`src/rtl/ier_params.svh`:
```
// Summary of operation
// RULE1 - The block serves 27 interrupt sources, each with its own enable and request flag.
// RULE2 - A pending request is offered only while the enable flag of its source is one.
// RULE3 - A clear master enable bit blocks every maskable interrupt regardless of enables; here it gates irq_req only, not the irq status output.
// RULE4 - An enable flag written as one permits its source, written as zero blocks it.
// RULE5 - High enable bits 7 to 0 are timer0 to timer3 match and overflow, all read/write.
// RULE6 - Low enables 7..2: I2C, serial, watch, UART rx/tx, watchdog; 0 basic timer; 1 unused.
// RULE7 - High request flags are read/write in the same order, timer0 match at bit 7.
// RULE8 - A request flag reads one while pending, and software clears it by writing zero.
// RULE9 - A raised request stays latched until accepted, reset or cleared by software.
// RULE10 - Accepting an interrupt clears the request flag of the accepted source.
// RULE11 - Accepting a maskable interrupt clears the master enable bit until software sets it.
// RULE12 - A fixed priority circuit presents exactly one of several enabled pending requests.
`ifndef IER_PARAMS_SVH
`define IER_PARAMS_SVH

// Register word indices; the byte address is four times the index.
`define IER_IDX_EN_HI   10'h0ea
`define IER_IDX_EN_LO   10'h0eb
`define IER_IDX_RQ_HI   10'h0ec
`define IER_IDX_RQ_LO   10'h0ed
`define IER_IDX_EN_EX   10'h0f0
`define IER_IDX_RQ_EX   10'h0f1
`define IER_IDX_CTRL    10'h0f2
`define IER_IDX_STAT    10'h0f3
`define IER_IDX_MASK    10'h0f4

`define IER_RST_BYTE    8'h00
`define IER_RST_EXT     12'h000
`define IER_RST_EV      2'h0

// Flat source vector: [7:0] high group, [15:8] low group, [27:16] extension group.
`define IER_SRC_W       28
`define IER_IDX_W       5
`define IER_HI_LSB      0
`define IER_LO_LSB      8
`define IER_EX_LSB      16
`define IER_EX_W        12
`define IER_UNUSED_BIT  9
`define IER_LO_USED     8'hfd

`define IER_CTRL_MASTER 0
`define IER_EV_ACCEPT   0
`define IER_EV_RAISE    1
`define IER_EV_W        2

`endif

```
`src/rtl/ier_pkg.sv`:
```
package ier_pkg;

  typedef enum logic [1:0] {
    IER_APB_IDLE   = 2'b01,
    IER_APB_ACCESS = 2'b10
  } ier_apb_state_t;

  typedef logic [27:0] ier_src_t;

endpackage : ier_pkg

```
`src/rtl/ier_top.sv`:
```
`timescale 1ns/1ps
`default_nettype none
`include "ier_params.svh"
module ier_top
  import ier_pkg::*;
#(
  parameter int SRC_W = `IER_SRC_W,
  parameter int IDX_W = `IER_IDX_W
) (
  input  wire logic               pclk,
  input  wire logic               presetn,
  input  wire logic               psel,
  input  wire logic               penable,
  input  wire logic               pwrite,
  input  wire logic [11:0]        paddr,
  input  wire logic [31:0]        pwdata,
  output logic      [31:0]        prdata,
  output logic                    pready,
  output logic                    pslverr,
  input  wire logic [SRC_W-1:0]   src_set,
  input  wire logic               irq_ack,
  output logic                    irq_req,
  output logic      [IDX_W-1:0]   irq_src,
  output logic                    master_enable,
  output logic                    irq
);

  generate
    if (SRC_W != `IER_SRC_W || IDX_W != `IER_IDX_W) begin : g_bad_cfg
      $error("ier_top: source layout is fixed at the documented width"); // RULE1
    end
  endgenerate

  function automatic logic hit(input logic [11:0] a, input logic [9:0] idx);
    hit = (a[11:2] == idx) && (a[1:0] == 2'b00);
  endfunction : hit

  function automatic logic mapped(input logic [11:0] a);
    mapped = hit(a, `IER_IDX_EN_HI) || hit(a, `IER_IDX_EN_LO) || hit(a, `IER_IDX_RQ_HI) ||
             hit(a, `IER_IDX_RQ_LO) || hit(a, `IER_IDX_EN_EX) || hit(a, `IER_IDX_RQ_EX) ||
             hit(a, `IER_IDX_CTRL)  || hit(a, `IER_IDX_STAT)  || hit(a, `IER_IDX_MASK);
  endfunction : mapped

  // APB slave state.
  ier_apb_state_t         state_q;
  ier_apb_state_t         state_d;
  logic [31:0]            prdata_q;
  logic [31:0]            prdata_d;
  logic                   pslverr_q;
  logic                   pslverr_d;

  // Control state.
  logic [7:0]             en_hi_q;
  logic [7:0]             en_hi_d;
  logic [7:0]             en_lo_q;
  logic [7:0]             en_lo_d;
  logic [`IER_EX_W-1:0]   en_ex_q;
  logic [`IER_EX_W-1:0]   en_ex_d;
  logic                   master_q;
  logic                   master_d;
  logic [`IER_EV_W-1:0]   stat_q;
  logic [`IER_EV_W-1:0]   stat_d;
  logic [`IER_EV_W-1:0]   mask_q;
  logic [`IER_EV_W-1:0]   mask_d;
  logic                   irq_q;
  logic                   irq_d;
  logic                   req_q;
  logic                   req_d;
  logic [IDX_W-1:0]       src_q;
  logic [IDX_W-1:0]       src_d;

  // Request flags and their combinational neighbours.
  ier_src_t               flags_q;
  ier_src_t               enables;
  ier_src_t               pend;
  ier_src_t               wr_en_vec;
  ier_src_t               wr_val_vec;
  ier_src_t               ack_clr_vec;
  logic                   wr_fire;
  logic                   take;
  logic                   sel_found;
  logic [IDX_W-1:0]       sel_idx;
  logic [`IER_EV_W-1:0]   events;

  assign wr_fire = psel && penable && (state_q == IER_APB_ACCESS) && pwrite && !pslverr_q;
  assign take    = irq_ack && req_q;

  always_comb begin
    enables = '0;
    enables[`IER_HI_LSB +: 8]        = en_hi_q;
    enables[`IER_LO_LSB +: 8]        = en_lo_q & `IER_LO_USED; // RULE6
    enables[`IER_EX_LSB +: `IER_EX_W] = en_ex_q;
  end

  assign pend = flags_q & enables; // RULE2

  // Write-enable and value per request flag, taken from the byte or, for the extension group, the 12 bits that hold it.
  always_comb begin
    wr_en_vec  = '0;
    wr_val_vec = '0;
    if (wr_fire && hit(paddr, `IER_IDX_RQ_HI)) begin
      wr_en_vec[`IER_HI_LSB +: 8]  = 8'hff; // RULE7
      wr_val_vec[`IER_HI_LSB +: 8] = pwdata[7:0]; // RULE8
    end
    if (wr_fire && hit(paddr, `IER_IDX_RQ_LO)) begin
      wr_en_vec[`IER_LO_LSB +: 8]  = `IER_LO_USED;
      wr_val_vec[`IER_LO_LSB +: 8] = pwdata[7:0] & `IER_LO_USED;
    end
    if (wr_fire && hit(paddr, `IER_IDX_RQ_EX)) begin
      wr_en_vec[`IER_EX_LSB +: `IER_EX_W]  = {`IER_EX_W{1'b1}};
      wr_val_vec[`IER_EX_LSB +: `IER_EX_W] = pwdata[`IER_EX_W-1:0];
    end
  end

  always_comb begin
    ack_clr_vec = '0;
    if (take) begin
      ack_clr_vec[src_q] = 1'b1; // RULE10
    end
  end

  genvar gi;
  generate
    for (gi = 0; gi < SRC_W; gi++) begin : g_flag
      if (gi == `IER_UNUSED_BIT) begin : g_none
        assign flags_q[gi] = 1'b0; // RULE6
      end else begin : g_bit
        ier_flag u_flag (
          .pclk    (pclk),
          .presetn (presetn),
          .set     (src_set[gi]),
          .wr_en   (wr_en_vec[gi]),
          .wr_val  (wr_val_vec[gi]),
          .clr     (ack_clr_vec[gi]),
          .q       (flags_q[gi])
        ); // RULE9
      end
    end
  endgenerate

  ier_prio #(
    .W  (SRC_W),
    .IW (IDX_W)
  ) u_prio (
    .req   (pend),
    .found (sel_found),
    .idx   (sel_idx)
  ); // RULE12

  // APB: registered answer, so every transfer takes exactly one access cycle.
  always_comb begin
    state_d   = state_q;
    prdata_d  = prdata_q;
    pslverr_d = pslverr_q;
    case (state_q)
      IER_APB_IDLE: begin
        if (psel && !penable) begin
          state_d   = IER_APB_ACCESS;
          pslverr_d = !mapped(paddr);
          prdata_d  = 32'h0000_0000;
          if (!pwrite) begin
            if (hit(paddr, `IER_IDX_EN_HI)) begin
              prdata_d[7:0] = en_hi_q; // RULE5
            end
            if (hit(paddr, `IER_IDX_EN_LO)) begin
              prdata_d[7:0] = en_lo_q & `IER_LO_USED; // RULE6
            end
            if (hit(paddr, `IER_IDX_RQ_HI)) begin
              prdata_d[7:0] = flags_q[`IER_HI_LSB +: 8]; // RULE7
            end
            if (hit(paddr, `IER_IDX_RQ_LO)) begin
              prdata_d[7:0] = flags_q[`IER_LO_LSB +: 8];
            end
            if (hit(paddr, `IER_IDX_EN_EX)) begin
              prdata_d[`IER_EX_W-1:0] = en_ex_q;
            end
            if (hit(paddr, `IER_IDX_RQ_EX)) begin
              prdata_d[`IER_EX_W-1:0] = flags_q[`IER_EX_LSB +: `IER_EX_W];
            end
            if (hit(paddr, `IER_IDX_CTRL)) begin
              prdata_d[`IER_CTRL_MASTER] = master_q;
            end
            if (hit(paddr, `IER_IDX_STAT)) begin
              prdata_d[`IER_EV_W-1:0] = stat_q;
            end
            if (hit(paddr, `IER_IDX_MASK)) begin
              prdata_d[`IER_EV_W-1:0] = mask_q;
            end
          end
        end
      end
      IER_APB_ACCESS: begin
        state_d   = IER_APB_IDLE;
        pslverr_d = 1'b0;
      end
      default: begin
        state_d   = IER_APB_IDLE;
        pslverr_d = 1'b0;
      end
    endcase
  end

  // Register writes, acceptance and interrupt status.
  always_comb begin
    en_hi_d  = en_hi_q;
    en_lo_d  = en_lo_q;
    en_ex_d  = en_ex_q;
    master_d = master_q;
    mask_d   = mask_q;
    events   = '0;
    if (wr_fire && hit(paddr, `IER_IDX_EN_HI)) begin
      en_hi_d = pwdata[7:0]; // RULE4
    end
    if (wr_fire && hit(paddr, `IER_IDX_EN_LO)) begin
      en_lo_d = pwdata[7:0] & `IER_LO_USED; // RULE6
    end
    if (wr_fire && hit(paddr, `IER_IDX_EN_EX)) begin
      en_ex_d = pwdata[`IER_EX_W-1:0];
    end
    if (wr_fire && hit(paddr, `IER_IDX_CTRL)) begin
      master_d = pwdata[`IER_CTRL_MASTER];
    end
    if (wr_fire && hit(paddr, `IER_IDX_MASK)) begin
      mask_d = pwdata[`IER_EV_W-1:0];
    end
    // Acceptance beats a same-cycle software set so a handler never starts unmasked.
    if (take) begin
      master_d = 1'b0; // RULE11
    end
    events[`IER_EV_ACCEPT] = take;
    events[`IER_EV_RAISE]  = |(src_set & ~flags_q & ~(ier_src_t'(1) << `IER_UNUSED_BIT));
    stat_d = stat_q;
    if (wr_fire && hit(paddr, `IER_IDX_STAT)) begin
      stat_d = stat_q & ~pwdata[`IER_EV_W-1:0];
    end
    stat_d = stat_d | events;
    irq_d  = |(stat_d & mask_d);
    // The request drops in the cycle after acceptance, before the core can ack twice.
    req_d  = sel_found && master_q && !take; // RULE3
    src_d  = sel_idx;
  end

  always_ff @(posedge pclk or negedge presetn) begin
    if (!presetn) begin
      state_q   <= IER_APB_IDLE;
      prdata_q  <= 32'h0000_0000;
      pslverr_q <= 1'b0;
      en_hi_q   <= `IER_RST_BYTE;
      en_lo_q   <= `IER_RST_BYTE;
      en_ex_q   <= `IER_RST_EXT;
      master_q  <= 1'b0;
      stat_q    <= `IER_RST_EV;
      mask_q    <= `IER_RST_EV;
      irq_q     <= 1'b0;
      req_q     <= 1'b0;
      src_q     <= '0;
    end else begin
      state_q   <= state_d;
      prdata_q  <= prdata_d;
      pslverr_q <= pslverr_d;
      en_hi_q   <= en_hi_d;
      en_lo_q   <= en_lo_d;
      en_ex_q   <= en_ex_d;
      master_q  <= master_d;
      stat_q    <= stat_d;
      mask_q    <= mask_d;
      irq_q     <= irq_d;
      req_q     <= req_d;
      src_q     <= src_d;
    end
  end

  assign prdata        = prdata_q;
  assign pready        = (state_q == IER_APB_ACCESS);
  assign pslverr       = pslverr_q;
  assign irq_req       = req_q;
  assign irq_src       = src_q;
  assign master_enable = master_q;
  assign irq           = irq_q;

  ier_src_t below_mask;
  assign below_mask = (28'h000_0001 << src_q) - 28'h000_0001;

  a_master_gates: assert property (@(posedge pclk) disable iff (!presetn) // RULE3
    req_q |-> $past(master_q))
    else $error("request offered while master enable was clear");

  a_enable_gates: assert property (@(posedge pclk) disable iff (!presetn) // RULE2
    req_q |-> $past(flags_q[sel_idx]) && $past(enables[sel_idx]) && (src_q == $past(sel_idx)))
    else $error("request offered for a disabled or idle source");

  a_prio_single: assert property (@(posedge pclk) disable iff (!presetn) // RULE12
    req_q |-> (($past(pend) & below_mask) == '0))
    else $error("a lower index source was pending but not chosen");

  a_ack_clears_flag: assert property (@(posedge pclk) disable iff (!presetn) // RULE10
    take && !src_set[src_q] |=> !flags_q[$past(src_q)])
    else $error("accepted source flag still set");

  a_ack_master_off: assert property (@(posedge pclk) disable iff (!presetn) // RULE11
    take |=> !master_q && !req_q)
    else $error("master enable or request survived acceptance");

  a_flag_latched: assert property (@(posedge pclk) disable iff (!presetn) // RULE9
    !take && !(wr_fire && pwrite) |=> ((flags_q & $past(flags_q)) == $past(flags_q)))
    else $error("request flag dropped without acceptance or write");

  a_set_wins: assert property (@(posedge pclk) disable iff (!presetn) // RULE8
    |src_set |=> ((flags_q & $past(src_set) & 28'hfff_fdff) == ($past(src_set) & 28'hfff_fdff)))
    else $error("source event lost against a clear");

  a_enable_store: assert property (@(posedge pclk) disable iff (!presetn) // RULE4
    wr_fire && hit(paddr, `IER_IDX_EN_HI) |=> en_hi_q == $past(pwdata[7:0]))
    else $error("high enable write not stored");

  a_unused_zero: assert property (@(posedge pclk) disable iff (!presetn) // RULE6
    !flags_q[`IER_UNUSED_BIT] && !enables[`IER_UNUSED_BIT])
    else $error("unused low bit became set");

  a_ready_one: assert property (@(posedge pclk) disable iff (!presetn) // RULE5
    psel && !penable && !pready |=> pready ##1 !pready)
    else $error("APB access did not complete in one cycle");

  a_request_write: assert property (@(posedge pclk) disable iff (!presetn) // RULE8
    wr_fire && hit(paddr, `IER_IDX_RQ_HI) && !take |=>
      flags_q[7:0] == ($past(pwdata[7:0]) | $past(src_set[7:0])))
    else $error("request flag write not applied");

  a_irq_level: assert property (@(posedge pclk) disable iff (!presetn)
    irq_q == |(stat_q & mask_q))
    else $error("interrupt output differs from masked status");

  c_ext_accept: cover property (@(posedge pclk) disable iff (!presetn)
    take && (src_q > 5'd15));

  c_accept: cover property (@(posedge pclk) disable iff (!presetn)
    req_q ##1 take ##1 !master_q);
  c_two_pending: cover property (@(posedge pclk) disable iff (!presetn)
    req_q && ($countones(pend) > 1));
  c_clear_race: cover property (@(posedge pclk) disable iff (!presetn)
    |(src_set & wr_en_vec & ~wr_val_vec));
  c_irq_out: cover property (@(posedge pclk) disable iff (!presetn)
    $rose(irq_q));

endmodule : ier_top
`default_nettype wire

```
`src/rtl/ier_flag.sv`:
```
`timescale 1ns/1ps
`default_nettype none
module ier_flag (
  input  wire logic pclk,
  input  wire logic presetn,
  input  wire logic set,
  input  wire logic wr_en,
  input  wire logic wr_val,
  input  wire logic clr,
  output logic      q
);

  logic flag_d;

  // A source event in the same cycle as a clear still leaves the flag set.
  always_comb begin
    flag_d = q;
    if (wr_en) begin
      flag_d = wr_val;
    end
    if (clr) begin
      flag_d = 1'b0;
    end
    if (set) begin
      flag_d = 1'b1;
    end
  end

  always_ff @(posedge pclk or negedge presetn) begin
    if (!presetn) begin
      q <= 1'b0;
    end else begin
      q <= flag_d;
    end
  end

endmodule : ier_flag
`default_nettype wire

```
`src/rtl/ier_prio.sv`:
```
`timescale 1ns/1ps
`default_nettype none
module ier_prio #(
  parameter int W  = 28,
  parameter int IW = 5
) (
  input  wire logic [W-1:0]  req,
  output logic               found,
  output logic [IW-1:0]      idx
);

  generate
    if ((1 << IW) < W) begin : g_bad
      $error("ier_prio: index width too small for request width");
    end
  endgenerate

  // Lowest index wins; scanning downward lets the last hit stand.
  always_comb begin
    found = 1'b0;
    idx   = '0;
    for (int i = W - 1; i >= 0; i--) begin
      if (req[i]) begin
        found = 1'b1;
        idx   = IW'(i);
      end
    end
  end

endmodule : ier_prio
`default_nettype wire

```
`config.mk`:
```
export PLATFORM = sky130hd
export DESIGN_NAME = ier_top
export DESIGN_NICKNAME = d
export VERILOG_FILES = /design/src/rtl/ier_pkg.sv /design/src/rtl/ier_top.sv /design/src/rtl/ier_flag.sv /design/src/rtl/ier_prio.sv
export VERILOG_INCLUDE_DIRS = /design/src /design/src/rtl
export SDC_FILE = /design/constraint.sdc
export NUM_CORES = 1
export LEC_CHECK = 0
export ABC_CLOCK_PERIOD_IN_PS = 4000
export BUFFER_PORTS_ARGS = -buffer_cell sky130_fd_sc_hd__buf_2
export CORE_MARGIN = 2
export CORE_UTILIZATION = 40
export DETAILED_ROUTE_END_ITERATION = 8
export SLEW_MARGIN = 15
export SYNTH_ARGS = -nofsm -noshare
export SYNTH_HDL_FRONTEND = slang
export SYNTH_HIERARCHICAL = 1
export SYNTH_SLANG_ARGS = --single-unit
export TNS_END_PERCENT = 20
```
`constraint.sdc`:
```
create_clock -name pclk -period 4 [get_ports pclk]
set_clock_uncertainty 0.1 [all_clocks]
set_input_delay 1 -clock pclk [delete_from_list [all_inputs] [get_ports pclk]]
set_output_delay 1 -clock pclk [all_outputs]
set_load 0.1 [all_outputs]
```
* Word level (Yosys, flattened, before mapping)
Index checks and enable logic that the tools add are counted.
** Storage, ports and cells
- Bits of input ports :: 78
- Word-level logic and storage cells :: 295
- Output and inout bits :: 42
- Register bits after elaboration :: 81
** Cells by class
- $lt $le $gt $ge :: 2
- Eq/ne operators :: 12
- Multiplexer cells :: 164
- Bitwise logic cells :: 7
- Reductions and logical operators :: 71
** Operator list (count)
- 2-to-1 mux 5 bit :: 28
- 2-to-1 mux 1 bit :: 115
- == test 10 x 8 -> 1 bit (second input constant) :: 9
- nonzero test 3 bit :: 27
- 2-to-1 mux 8 bit :: 8
- 2-to-1 mux 12 bit :: 5
- bitwise AND 28 bit :: 2
- 2-to-1 mux 28 bit :: 1
- NOT 28 bit :: 1
- logical AND 1 bit :: 27
- OR reduction 27 bit :: 1
- 2-to-1 mux 2 bit :: 6
- logical OR 1 bit :: 8
- < comparator 5 x 6 -> 1 bit (second input constant) :: 1
- demux 1 bit (select 5 bit) :: 1
- greater-or-equal comparator 5 x 1 -> 1 bit (second input constant) :: 1
- bitwise AND 2 bit :: 2
- zero test 1 bit :: 4
- == test 2 x 1 -> 1 bit (second input constant) :: 1
- == test 2 bit (second input constant) :: 1
- zero test 2 bit :: 1
- != test 2 bit (second input constant) :: 1
- NOT 2 bit :: 1
- OR 2 bit :: 1
- 3 further kinds :: 3

* Depth between registers and ports, before layout
Gate-level depths: netlist of the first run.
- Depth in word-level cells :: 31
- Mapped depth :: 8
- Gate-level depth less buffers :: 6

* Hierarchy
Netlist of the first run, hierarchy kept.
** Modules (own cells, without submodules)
- ier_top :: instances 1, cells each 405, area an instance 3696.0 sq um, seq. area each 1352.5 sq um
- ier_flag :: instances 27, cells each 3, area an instance 42.5 sq um, seq. area each 25.0 sq um
- ier_prio :: instances 1, cells each 59, area an instance 347.8 sq um, seq. area each 0.0 sq um

* Worst setup path before layout of the first run
No wires, ideal clock.
- Path kind :: register to register
- Start :: reg state_q[0]
- End :: reg g_flag[0].g_bit.u_flag.q
- Stages on the path, launching flop included :: 7
- Slack :: -0.061 ns
- Path buffers :: 0
- Arrival time :: 3.881 ns
- Setup time :: 0.080 ns
- Cells stage by stage :: dfstp_2 > nor2b_1 > nand4_1 > nor3_1 > and2_1 > mux2i_1 > o21bai_1
** On the way
- Elaborated cells between the ends (all ways) :: 11
** RTL lines
- from (decl) :: RTL line ier_top.sv:45 : ier_apb_state_t state_q;
- from (signal assigned) :: RTL line ier_top.sv:258 : state_q <= state_d;
- == test 2 bit
- named net pready :: RTL line ier_top.sv:18 : output logic pready,
- logical AND 1 bit (3 in series) :: RTL line ier_top.sv:85 : assign wr_fire = psel && penable && (state_q == IER_APB_ACCESS) && pwrite && !pslverr_q;
- logical AND 1 bit :: RTL line ier_top.sv:101 : if (wr_fire && hit(paddr, `IER_IDX_RQ_HI)) begin
- 2-to-1 mux 8 bit :: RTL line ier_top.sv:101
- named net wr_en_vec[0] :: RTL line ier_top.sv:76 : ier_src_t wr_en_vec;
- nonzero test 3 bit (no line)
- to (signal assigned) :: RTL line ier_flag.sv:33 : q <= flag_d;
- to (decl) :: RTL line ier_flag.sv:10 : output logic q
The timed path passes the listed nets, and every way through them passes these cells. The select of a mux whose other input is x is not followed.
A chain may end at the register's enable or synchronous reset.

* Final worst setup path of the first run
- Start :: in paddr[2]
- End :: reg g_flag[22].g_bit.u_flag.q
** On the way
- Longest elaborated chain between the ends :: 7
- Elaborated cells between the ends (all ways) :: 9
** RTL lines
- from (decl) :: RTL line ier_top.sv:15 : input wire logic [11:0] paddr,
- == test 10 x 8 -> 1 bit :: RTL line ier_top.sv:35 : hit = (a[11:2] == idx) && (a[1:0] == 2'b00);
- logical AND 1 bit :: RTL line ier_top.sv:35
- logical AND 1 bit :: RTL line ier_top.sv:109 : if (wr_fire && hit(paddr, `IER_IDX_RQ_EX)) begin
- 2-to-1 mux 12 bit :: RTL line ier_top.sv:109
- named net wr_val_vec[22] :: RTL line ier_top.sv:77 : ier_src_t wr_val_vec;
- 2-to-1 mux 1 bit :: RTL line ier_flag.sv:18 : if (wr_en) begin
- 2-to-1 mux 1 bit :: RTL line ier_flag.sv:21 : if (clr) begin
- 2-to-1 mux 1 bit :: RTL line ier_flag.sv:24 : if (set) begin
- to (signal assigned) :: RTL line ier_flag.sv:33
- to (decl) :: RTL line ier_flag.sv:10
The timed path passes the listed nets, and every way through them passes these cells. The select of a mux whose other input is x is not followed.

==> results of run 1 <==
-- logic make-up (layout without fill, tap and decap cells) --
family | after synthesis | after routing
other cells | 1 | 23
simple gates | 221 | 221
mux | 64 | 64
buf+inv | 63 | 131
flops | 81 | 81
compound gates | 115 | 115
-- registers in the layout (all words and copies together) (netlist names), 2 cells and up --
name / flops
state_q: 2
stat_q: 2
prdata: 12
en_lo_q: 7
irq_src: 5
en_hi_q: 8
g_flag.g_bit.u_flag/q: 27
en_ex_q: 12
mask_q: 2
-- routing by layer --
| metal | track usage [%] | wire (um) | part of all wire, % |
|---|---|---|---|
| met3 | 3.83 | 914 | 5.6 |
| met2 | 38.3 | 7590 | 46 |
| met5 | 0 | 0 | 0 |
| met1 | 33.7 | 7510 | 46 |
| met4 | 8.96 | 354 | 2.2 |
-- area by class of cell --
type	count	area (um2)	share of cell area, %
repair buffers	85	462	7.61
well taps	172	215	3.55
flip-flops and latches	81	2030	33.4
inverters	30	113	1.86
clock buffers	10	229	3.77
clock inverters	6	82.6	1.36
multi-input cells	423	2940	48.4
-- cells in the final DEF, fill, tap and decap left out, types with 4 or more instances in the layout --
cell type and n:
dfrtp_1 80, buf_2 77, and2_1 57, nor2_1 50
mux2i_1 34, inv_1 29, o21bai_1 28, nand2_1 24
conb_1 23, mux2_2 20, o21ai_0 20, nand2b_1 13
o22ai_1 12, a22oi_1 12, nand3_1 10, mux2_4 10
nor4_1 9, clkbuf_16 9, a21oi_1 8, nor3_1 6
buf_4 6, nand4b_1 5, or3_1 4, nand3b_1 4
nor3b_1 4, a211oi_1 4, o211ai_1 4
-- cell usage after synthesis, types with 5 or more instances --
cell | instances | share of area [%]
a21oi_1 | 8 | 0.77
a22oi_1 | 12 | 1.7
and2_1 | 57 | 6.9
buf_4 | 20 | 2.9
clkbuf_1 | 7 | 0.51
dfrtp_1 | 80 | 39
inv_1 | 29 | 2.1
mux2_2 | 20 | 4.3
mux2_4 | 10 | 2.9
mux2i_1 | 34 | 6.6
nand2_1 | 24 | 1.7
nand2b_1 | 13 | 1.6
nand3_1 | 10 | 0.96
nand4b_1 | 5 | 0.84
nor2_1 | 50 | 3.6
nor3_1 | 7 | 0.67
nor4_1 | 9 | 1.1
o21ai_0 | 20 | 1.9
o21bai_1 | 28 | 4.0
o22ai_1 | 12 | 1.4
-- power groups by stage --
stage / Combinational (mW) / Sequential (mW) / Clock, mW
6_report: 0.227 / 0.827 / 0.889
5_1_grt: 0.242 / 0.827 / 0.933
4_1_cts: 0.228 / 0.827 / 0.904
3_5_place_dp: 0.228 / 0.842 / 0
3_3_place_gp: 0.226 / 0.842 / 0
2_1_floorplan: 0.144 / 0.860 / 0
-- path summary, 6_finish.rpt --
| kind | endpoint | slack (ns) | depth (start not counted) |
|---|---|---|---|
| max in group asynchronous | en_lo_q[2] | 2.70 | 1 |
| hold / removal | prdata[9] | 0.38 | 2 |
| setup / recovery | g_flag[22].g_bit.u_flag/q | 1.08 | 8 |
| hold reg to reg | prdata[9] | 0.38 | 2 |
| min in group asynchronous | g_flag[22].g_bit.u_flag/q | 0.60 | 1 |
| setup reg to reg | irq | 1.78 | 5 |
-- worst max-delay path, delay by kind of cell --
kind | cells | cell delay [ns]
AO/OA/AOI/OAI | 1 | 0.15
multiplexers | 1 | 0.06
buffers and inverters | 3 | 0.91
AND/OR/NAND/NOR | 3 | 0.95
-- stage by stage --
step | util (%) | area, um2 | hold slack (ns) | std cells
6_report | 47.9 | 6070 | 0.377 | 807
5_1_grt | 47.9 | 6070 | 0.426 | 807
4_1_cts | 47.9 | 6060 | 0.385 | 807
3_5_place_dp | 45.4 | 5750 | 0.371 | 791
3_3_place_gp | 45.4 | 5750 | 0.366 | 791
2_1_floorplan | - | 5280 | 0.374 | 567
==> impl_metrics.csv, run 1 <==
group,metric,value,unit
outcome,outcome,"finished clean",
pwr,power,1.94,mW
drt,post_drt_wl_per_cell,20.3,um
global_route,antenna_found_initial,1,
clock_tree,cts.sinks,81,
global_route,grt_usage,24.3,%
drt,routed_wl,16400,um
yosys,synth_edf_count,0,
flow_run,drv_cap,0,
yosys,async_flop_share,100,%
global_route,grt_pass1_vias,4435,
pwr,ir_drop,172,uV
yosys,synthesis.area,0.00519,mm2
clock_tree,cts_tree,"done",
yosys,yosysWarnings,6,
clock_tree,clockRootBuffer,"clkbuf_16",
clock_tree,cts.path.max_buffers,2,
yosys,synth_mux_area_share,13.8,%
floorplanning,start_util,41.0,%
layout,diodes,0,
drt,via_per_inst,5.64,
critical_path,path_cells,"buf_2 -> nor4b_2 -> buf_4 -> and3_1 -> buf_12 -> and2_1 -> mux2i_1 -> o21bai_1",
placement,numPortBuffers,78,
pwr,p_int,1.41,mW
timing,finalCriticalPeriod,2.92,ns
floorplanning,dieArea,0.0139,mm2
timing,setup_viol,0,
clock_tree,insertion_delay,0.35,ns
global_route,grt_pass1_wl,25800,um
critical_path,critPathKind,"in -> reg",
yosys,synth-xor-area-share,0,%
critical_path,critPathLaunchType,"input port",
layout,drive_above_1_share,23.8,%
timing,fin_tns_setup,0,ns
drt,drtIter0Drc,328,
drt,route.detailed.drc,0,
clock_tree,cts_resized,0,
critical_path,slowest_stage,"and3_1",
layout,nFillCells,1268,
timing,rsz0062_at_grt,"no",
yosys,yosysSeqAreaShare,39.1,%
yosys,synth_compound_area_share,15.7,%
floorplanning,die_w,118,um
placement,dpl.hpwl,12500,um
clock_tree,postCtsHoldBufs,0,
pwr,swShare,27.3,%
critical_path,crit_path_max_fanout,23,
floorplanning,pin_count,120,
timing,slew_headroom,49.2,%
placement,pre_cts_slack,0.735,ns
critical_path,worstPathRequired,4.17,ns
pwr,p_leak,2.80,nW
yosys,synthDistinctLibCells,66,
floorplanning,die_h,118,um
yosys,syn_area_per_cell,9.53,um2
pwr,sequentialPowerShare,42.6,%
timing,worst_slack,1.08,ns
pwr,p_comb_share,11.7,%
layout,nNetsFinal,708,
critical_path,rr_startpoint,"pslverr",
floorplanning,num_rows,41,
critical_path,endpoint_kind,"register",
critical_path,critPathMaxStageDelay,0.52,ns
pwr,power.switching,0.530,mW
timing,slew_viol_final,0,
pwr,power_density,320,mW/mm2
timing,period_share,72.9,%
drt,drt_first_pass_iters,5,
global_route,overflow,0,
drt,vias,4551,
yosys,ys_ff_latch,81,
timing,hold_viol,0,
layout,area_delta_synth_final,16.9,%
yosys,synthCells,545,
yosys,synth_fa_ha_area_share,0,%
clock_tree,post_cts_buffers,0,
drt,drtAntennaViolNets,0,
yosys,yosys.area_share.simple,25.2,%
global_route,grt_max_degree,82,
critical_path,arrival,3.09,ns
clock_tree,clk_pin_slew_worst_paths,0.06,ns
timing,tightest_slew,0.755,ns
pwr,pwr-share-clk,45.7,%
placement,gp_congestion,0.884,
clock_tree,htreeDepth,3,
clock_tree,cts_buffers,9,
timing,fmax,0.343,GHz
min_path,hp-start,"prdata[9]",
critical_path,cp-startpoint,"paddr[2]",
floorplanning,coreArea,0.0127,mm2
yosys,synth_top_family_by_area,"simple AND/OR/NAND/NOR gates",
min_path,holdCritPathClass,"reg -> reg",
yosys,dominantRegCellSynth,"dfrtp_1",
Note: power is estimated with default switching activity, not from simulation.
==> run 2, diff against run 1 <==
--- a/config.mk
+++ b/config.mk
@@ -6,7 +6,8 @@
 export SDC_FILE = /design/constraint.sdc
 export NUM_CORES = 1
 export LEC_CHECK = 0
-export ABC_CLOCK_PERIOD_IN_PS = 4000
+export ABC_AREA = 1
+export ABC_CLOCK_PERIOD_IN_PS = 2500
 export BUFFER_PORTS_ARGS = -buffer_cell sky130_fd_sc_hd__buf_2
 export CORE_MARGIN = 2
 export CORE_UTILIZATION = 40
==> constraint.sdc (replaced) <==
create_clock -name pclk -period 2.5 [get_ports pclk]
set_clock_uncertainty 0.1 [all_clocks]
set_input_delay 0.625 -clock pclk [delete_from_list [all_inputs] [get_ports pclk]]
set_output_delay 0.625 -clock pclk [all_outputs]
set_load 0.1 [all_outputs]
==> run 2 against run 1 <==
Die area up 9.6%. Count of clock-buffer cells in the layout grew 2. Via count grew 23%. Synthesized cell count increased by 70%.
==> impl_metrics.csv, run 2 <==
group,metric,value,unit
placement,placedInstanceArea,0.00639,mm2
clock_tree,cts_buffers,9,
floorplanning,die_w,123,um
global_route,overflow,0,
floorplanning,coreArea,0.0139,mm2
yosys,dominantRegCellSynth,"dfrtp_1",
drt,route.detailed.drc,0,
layout,seq_area,0.00203,mm2
global_route,grt_pass1_vias,4998,
pwr,pwr-share-clk,48.7,%
drt,drtIter0Drc,323,
layout,area_delta_synth_final,18.2,%
critical_path,critPathLaunchType,"register",
critical_path,endpoint_kind,"register",
drt,routed_wl,16900,um
flow_run,drv_cap,0,
outcome,outcome,"finished clean",
layout,nNetsFinal,1112,
critical_path,critPathMaxStageDelay,0.41,ns
critical_path,critPathKind,"reg -> reg",
pwr,swShare,26.0,%
layout,final_cell_mix,"inv_1, nand2_1, nor2_1",
floorplanning,num_rows,43,
floorplanning,start_util,41.0,%
layout,multiInputGateArea,0.00249,mm2
pwr,ir_drop,372,uV
yosys,synth_edf_count,0,
placement,numPortBuffers,78,
clock_tree,clockRootBuffer,"clkbuf_16",
drt,via_per_inst,4.59,
layout,stdcell_area,0.00675,mm2
drt,drt_first_pass_iters,4,
clock_tree,cts_resized,0,
timing,fin_tns_setup,0,ns
yosys,ys_ff_latch,81,
yosys,synthesis.area,0.00571,mm2
yosys,synth.top_cells.by_count,"inv_1, nand2_1, nor2_1",
yosys,yosys.cell_count.top_type,"inv_1",
placement,gp_congestion,0.962,
yosys,synthCells,928,
layout,diodes,0,
timing,setup_viol,0,
critical_path,crit_path_max_fanout,2,
timing,period_share,86.7,%
critical_path,critPathMostFrequentCell,"nand2_1",
clock_tree,post_cts_buffers,0,
drt,vias,5590,
global_route,antenna_found_initial,0,
yosys,synth_top_cells_by_area,"dfrtp_1, inv_1, nand2_1, nor2_1, nand3_1",
layout,drive_above_1_share,14.5,%
placement,dpl.hpwl,13200,um
timing,finalCriticalPeriod,2.17,ns
critical_path,slowest_stage,"dfrtp_1",
timing,fmax,0.462,GHz
drt,drtAntennaViolNets,0,
pwr,p_int,2.41,mW
critical_path,worst-path-stages,29,
yosys,syn_area_per_cell,6.15,um2
timing,hold_viol,0,
yosys,yosysWarnings,6,
layout,largest_reg_flops,27,
pwr,p_comb_share,10.8,%
critical_path,rr_worst_depth,29,
clock_tree,insertion_delay,0.35,ns
pwr,p_leak,4.00,nW
pwr,power.switching,0.850,mW
floorplanning,pin_count,120,
global_route,grt_max_degree,43,
yosys,netlist.area_leader.share,35.1,%
critical_path,critPathBufInv,2,
clock_tree,htreeDepth,3,
layout,regMostFlops,"g_flag.g_bit.u_flag/q",
yosys,async_flop_share,100,%
yosys,synthDistinctLibCells,40,
layout,nFillCells,1509,
clock_tree,cts.sinks,81,
pwr,sequentialPowerShare,40.5,%
drt,post_drt_wl_per_cell,13.9,um
critical_path,cp_top_family,"simple AND/OR/NAND/NOR gates",
layout,layout_commonest_cell,"inv_1",
timing,slew_viol_final,0,
critical_path,worstPathRequired,2.67,ns
pwr,power_density,484,mW/mm2
global_route,grt_pass1_wl,26200,um
global_route,grt_usage,23.3,%
clock_tree,cts.path.max_buffers,2,
yosys,yosysSeqAreaShare,35.5,%
floorplanning,die_h,123,um
timing,rsz0062_at_grt,"no",
critical_path,arrival,2.33,ns
yosys,yosysTopAreaCell,"dfrtp_1",
clock_tree,cts_tree,"done",
min_path,holdCritPathClass,"in -> async",
clock_tree,clk_pin_slew_worst_paths,0.06,ns
floorplanning,dieArea,0.0152,mm2
clock_tree,postCtsHoldBufs,0,
-- run 2: cell count changes in the layout (fill, tap and decap cells not counted), moves of 15 or more --
cell,delta
nand3_1,+52
nand2_1,+236
o21ai_0,+15
o21bai_1,-26
mux2i_1,-34
inv_1,+239
buf_4,+18
mux2_2,-20
nor2_1,+49
and2_1,-57
-- run 2: final timing paths --
kind / start / slack, ns / to
worst max-delay path: g_flag[26].g_bit.u_flag/q / 0.33 / irq_src[0]
worst min-delay path: presetn / 0.02 / en_hi_q[0]
worst max register to register: g_flag[26].g_bit.u_flag/q / 0.33 / irq_src[0]
worst min register to register: prdata[8] / 0.37 / prdata[8]
max in group asynchronous: presetn / 1.61 / state_q[0]
min in group pclk: prdata[8] / 0.37 / prdata[8]
-- run 2: per-stage QoR --
stage / std cells / power (mW) / setup WS [ns] / util, % / hold WS (ns)
6_report: 1219 / 3.26 / 0.334 / 48.4 / 0.0214
5_1_grt: 1219 / 3.38 / 0.0416 / 48.4 / 0.0230
2_1_floorplan: 949 / 1.60 / 0.0887 / - / 0.229
3_5_place_dp: 1203 / 1.70 / 0.126 / 45.9 / 0.360
4_1_cts: 1219 / 3.29 / 0.353 / 48.4 / 0.0223
3_3_place_gp: 1203 / 1.70 / 0.131 / 45.9 / 0.357
-- run 2: routing by layer --
layer / vias up / track usage [%] / share of wire, %
met5: - / 0 / 0
met4: 0 / 5.47 / 1.6
met3: 20 / 4.84 / 6.4
met2: 192 / 36.5 / 44
met1: 2486 / 32.9 / 48
li1: 2892 / - / -
-- run 2: cell type report --
class,count,area share (%)
clock inverters,4,1.46
multi-input cells,563,36.9
inverters,277,15.8
flip-flops and latches,81,30.1
well taps,180,3.34
clock buffers,12,3.80
repair buffers,102,8.68
-- run 2: kinds of logic after synthesis --
kind of cell    share of synthesized area [%]
flops                                    35.5
buf+inv                                  22.3
simple gates                             32.7
compound gates                           9.47
other cells                            0.0657
-- run 2: power groups by stage --
| stage | clock, mW | sequential [mW] | combinational (mW) |
|---|---|---|---|
| finish | 1.59 | 1.32 | 0.351 |
| global route | 1.67 | 1.32 | 0.381 |
| CTS | 1.62 | 1.32 | 0.354 |
| detailed placement | 0 | 1.35 | 0.353 |
| global placement | 0 | 1.35 | 0.352 |
| floorplan | 0 | 1.38 | 0.227 |
==> run 3, diff against run 2 <==
==> constraint.sdc (replaced) <==
create_clock -name pclk -period 2.5 [get_ports pclk]
set_clock_uncertainty 0.1 [all_clocks]
set_input_delay 0.75 -clock pclk [delete_from_list [all_inputs] [get_ports pclk]]
set_output_delay 0.75 -clock pclk [all_outputs]
set_load 0.1 [all_outputs]
==> run 3 against run 2 <==
Via count fell by 1.3%. Register-to-register slack improved by 0.07 ns. Worst hold slack improved by 0.22 ns. Wire length fell by 1.2%. Count of clock-buffer cells in the layout fell by 1. Setup slack improved by 0.023 ns. Die area did not move. Cell area rose by 0.67%. Highest routed layer unchanged. Final cell count rose by 0.16%. Sequential share of layout area fell by 0.20 points.
==> impl_metrics.csv, run 3 (same netlist as run 2, synthesis figures left out) <==
group,metric,value,unit
clock_tree,cts.path.max_buffers,2,
global_route,grt_use_met3,4.34,%
layout,diodes,0,
timing,fmax,0.466,GHz
floorplanning,dieArea,0.0152,mm2
layout,seq_area,0.00203,mm2
timing,finalCriticalPeriod,2.14,ns
timing,rsz0062_at_grt,"no",
layout,nNetsFinal,1114,
pwr,ir_drop,294,uV
timing,worst_slack,0.356,ns
pwr,power,3.33,mW
critical_path,path_cells,"inv_1 -> nand2_1 -> inv_1 -> buf_2",
layout,regMostFlops,"g_flag.g_bit.u_flag/q",
global_route,grt_pass1_vias,5037,
clock_tree,postCtsHoldBufs,0,
placement,pre_cts_slack,0.0341,ns
floorplanning,die_h,123,um
placement,gp_congestion,0.966,
min_path,holdCritPathClass,"in -> async",
pwr,power_density,491,mW/mm2
flow_run,drv_cap,0,
outcome,outcome,"finished clean",
drt,drtIter0Drc,452,
layout,nFillCells,1479,
clock_tree,cts.sinks,81,
drt,route.detailed.drc,0,
clock_tree,cts_tree,"done",
critical_path,critPathKind,"reg -> out",
pwr,p_leak,4.02,nW
clock_tree,htreeDepth,3,
clock_tree,clk_pin_slew_worst_paths,0.06,ns
critical_path,critPathMostFrequentCell,"inv_1",
placement,numPortBuffers,78,
timing,hold_viol,0,
clock_tree,insertion_delay,0.35,ns
layout,drive_above_1_share,14.8,%
critical_path,rrSetupSlack,0.40,ns
global_route,overflow,0,
layout,final_cell_mix,"inv_1, nand2_1, nor2_1",
drt,routed_wl,16700,um
clock_tree,clockRootBuffer,"clkbuf_16",
critical_path,arrival,1.29,ns
timing,period_share,85.7,%
layout,multiInputGateArea,0.00249,mm2
floorplanning,coreArea,0.0139,mm2
layout,largest_reg_flops,27,
drt,drt_first_pass_iters,5,
global_route,busiest_layer,"met2",
global_route,grt_usage,23.0,%
global_route,grt_max_degree,32,
drt,post_drt_wl_per_cell,13.7,um
critical_path,worstPathRequired,1.65,ns
global_route,grtUsageMet2,34.9,%
layout,final_util,48.8,%
layout,area_delta_synth_final,19.0,%
floorplanning,num_rows,43,
critical_path,crit_path_max_fanout,2,
drt,via_per_inst,4.52,
critical_path,slowest_stage,"dfstp_2",
clock_tree,cts_buffers,9,
critical_path,endpoint_kind,"output pin",
placement,dpl.hpwl,13100,um
floorplanning,pin_count,120,
timing,setup_viol,0,
global_route,use_met1,33.5,%
floorplanning,start_util,41.0,%
timing,whs,0.238,ns
global_route,grt_pass1_wl,25900,um
critical_path,critPathMaxStageDelay,0.52,ns
clock_tree,post_cts_buffers,0,
floorplanning,die_w,123,um
timing,slew_viol_final,0,
drt,drtAntennaViolNets,0,
layout,layout_commonest_cell,"inv_1",
clock_tree,cts_resized,0,
drt,vias,5518,
global_route,antenna_found_initial,0,
critical_path,critPathLaunchType,"register",
==> run 3: power by group <==
part / internal (mW) / total (mW) / leakage [nW] / switching (mW)
Clock: 1.11 / 1.66 / 0.176 / 0.554
Sequential: 1.32 / 1.32 / 0.976 / 0.00495
Combinational: 0.0654 / 0.353 / 2.86 / 0.288
Total: 2.49 / 3.33 / 4.02 / 0.846
==> run 3: cell type report <==
cell class / instances / share of cell area [%]
clock inverters: 5 / 1.88
repair buffers: 104 / 9.02
inverters: 277 / 15.7
well taps: 180 / 3.31
clock buffers: 11 / 3.57
multi-input cells: 563 / 36.6
flip-flops and latches: 81 / 29.9
==> run 3: worst paths after layout <==
kind / from / to / depth (start not counted)
worst max-delay path: state_q[0] / pready / 4
worst min-delay path: presetn / en_hi_q[2] / 1
worst max register to register: g_flag[26].g_bit.u_flag/q / irq_src[0] / 29
worst min register to register: prdata[8] / prdata[8] / 1
max in group asynchronous: presetn / g_flag[14].g_bit.u_flag/q / 2
min in group pclk: prdata[8] / prdata[8] / 1
==> run 3: stage by stage <==
stage	instance area (um2)	setup TNS (ns)	cells
floorplan	5790	-0.230	949
global placement	6420	0	1205
detailed placement	6420	0	1205
CTS	6790	0	1221
global route	6790	0	1221
finish	6790	0	1221
==> run 3: metal layers <==
metal	share of wire [%]	up-vias
li1	-	2888
met1	50	2453
met2	43	161
met3	5.8	16
met4	1.5	0
met5	0	-
==> run 3: critical path: cells and delay by family (launching register included) <==
family,cells,cell delay (ns)
buf+inv,3,0.36
simple gates,1,0.07
flops,1,0.52
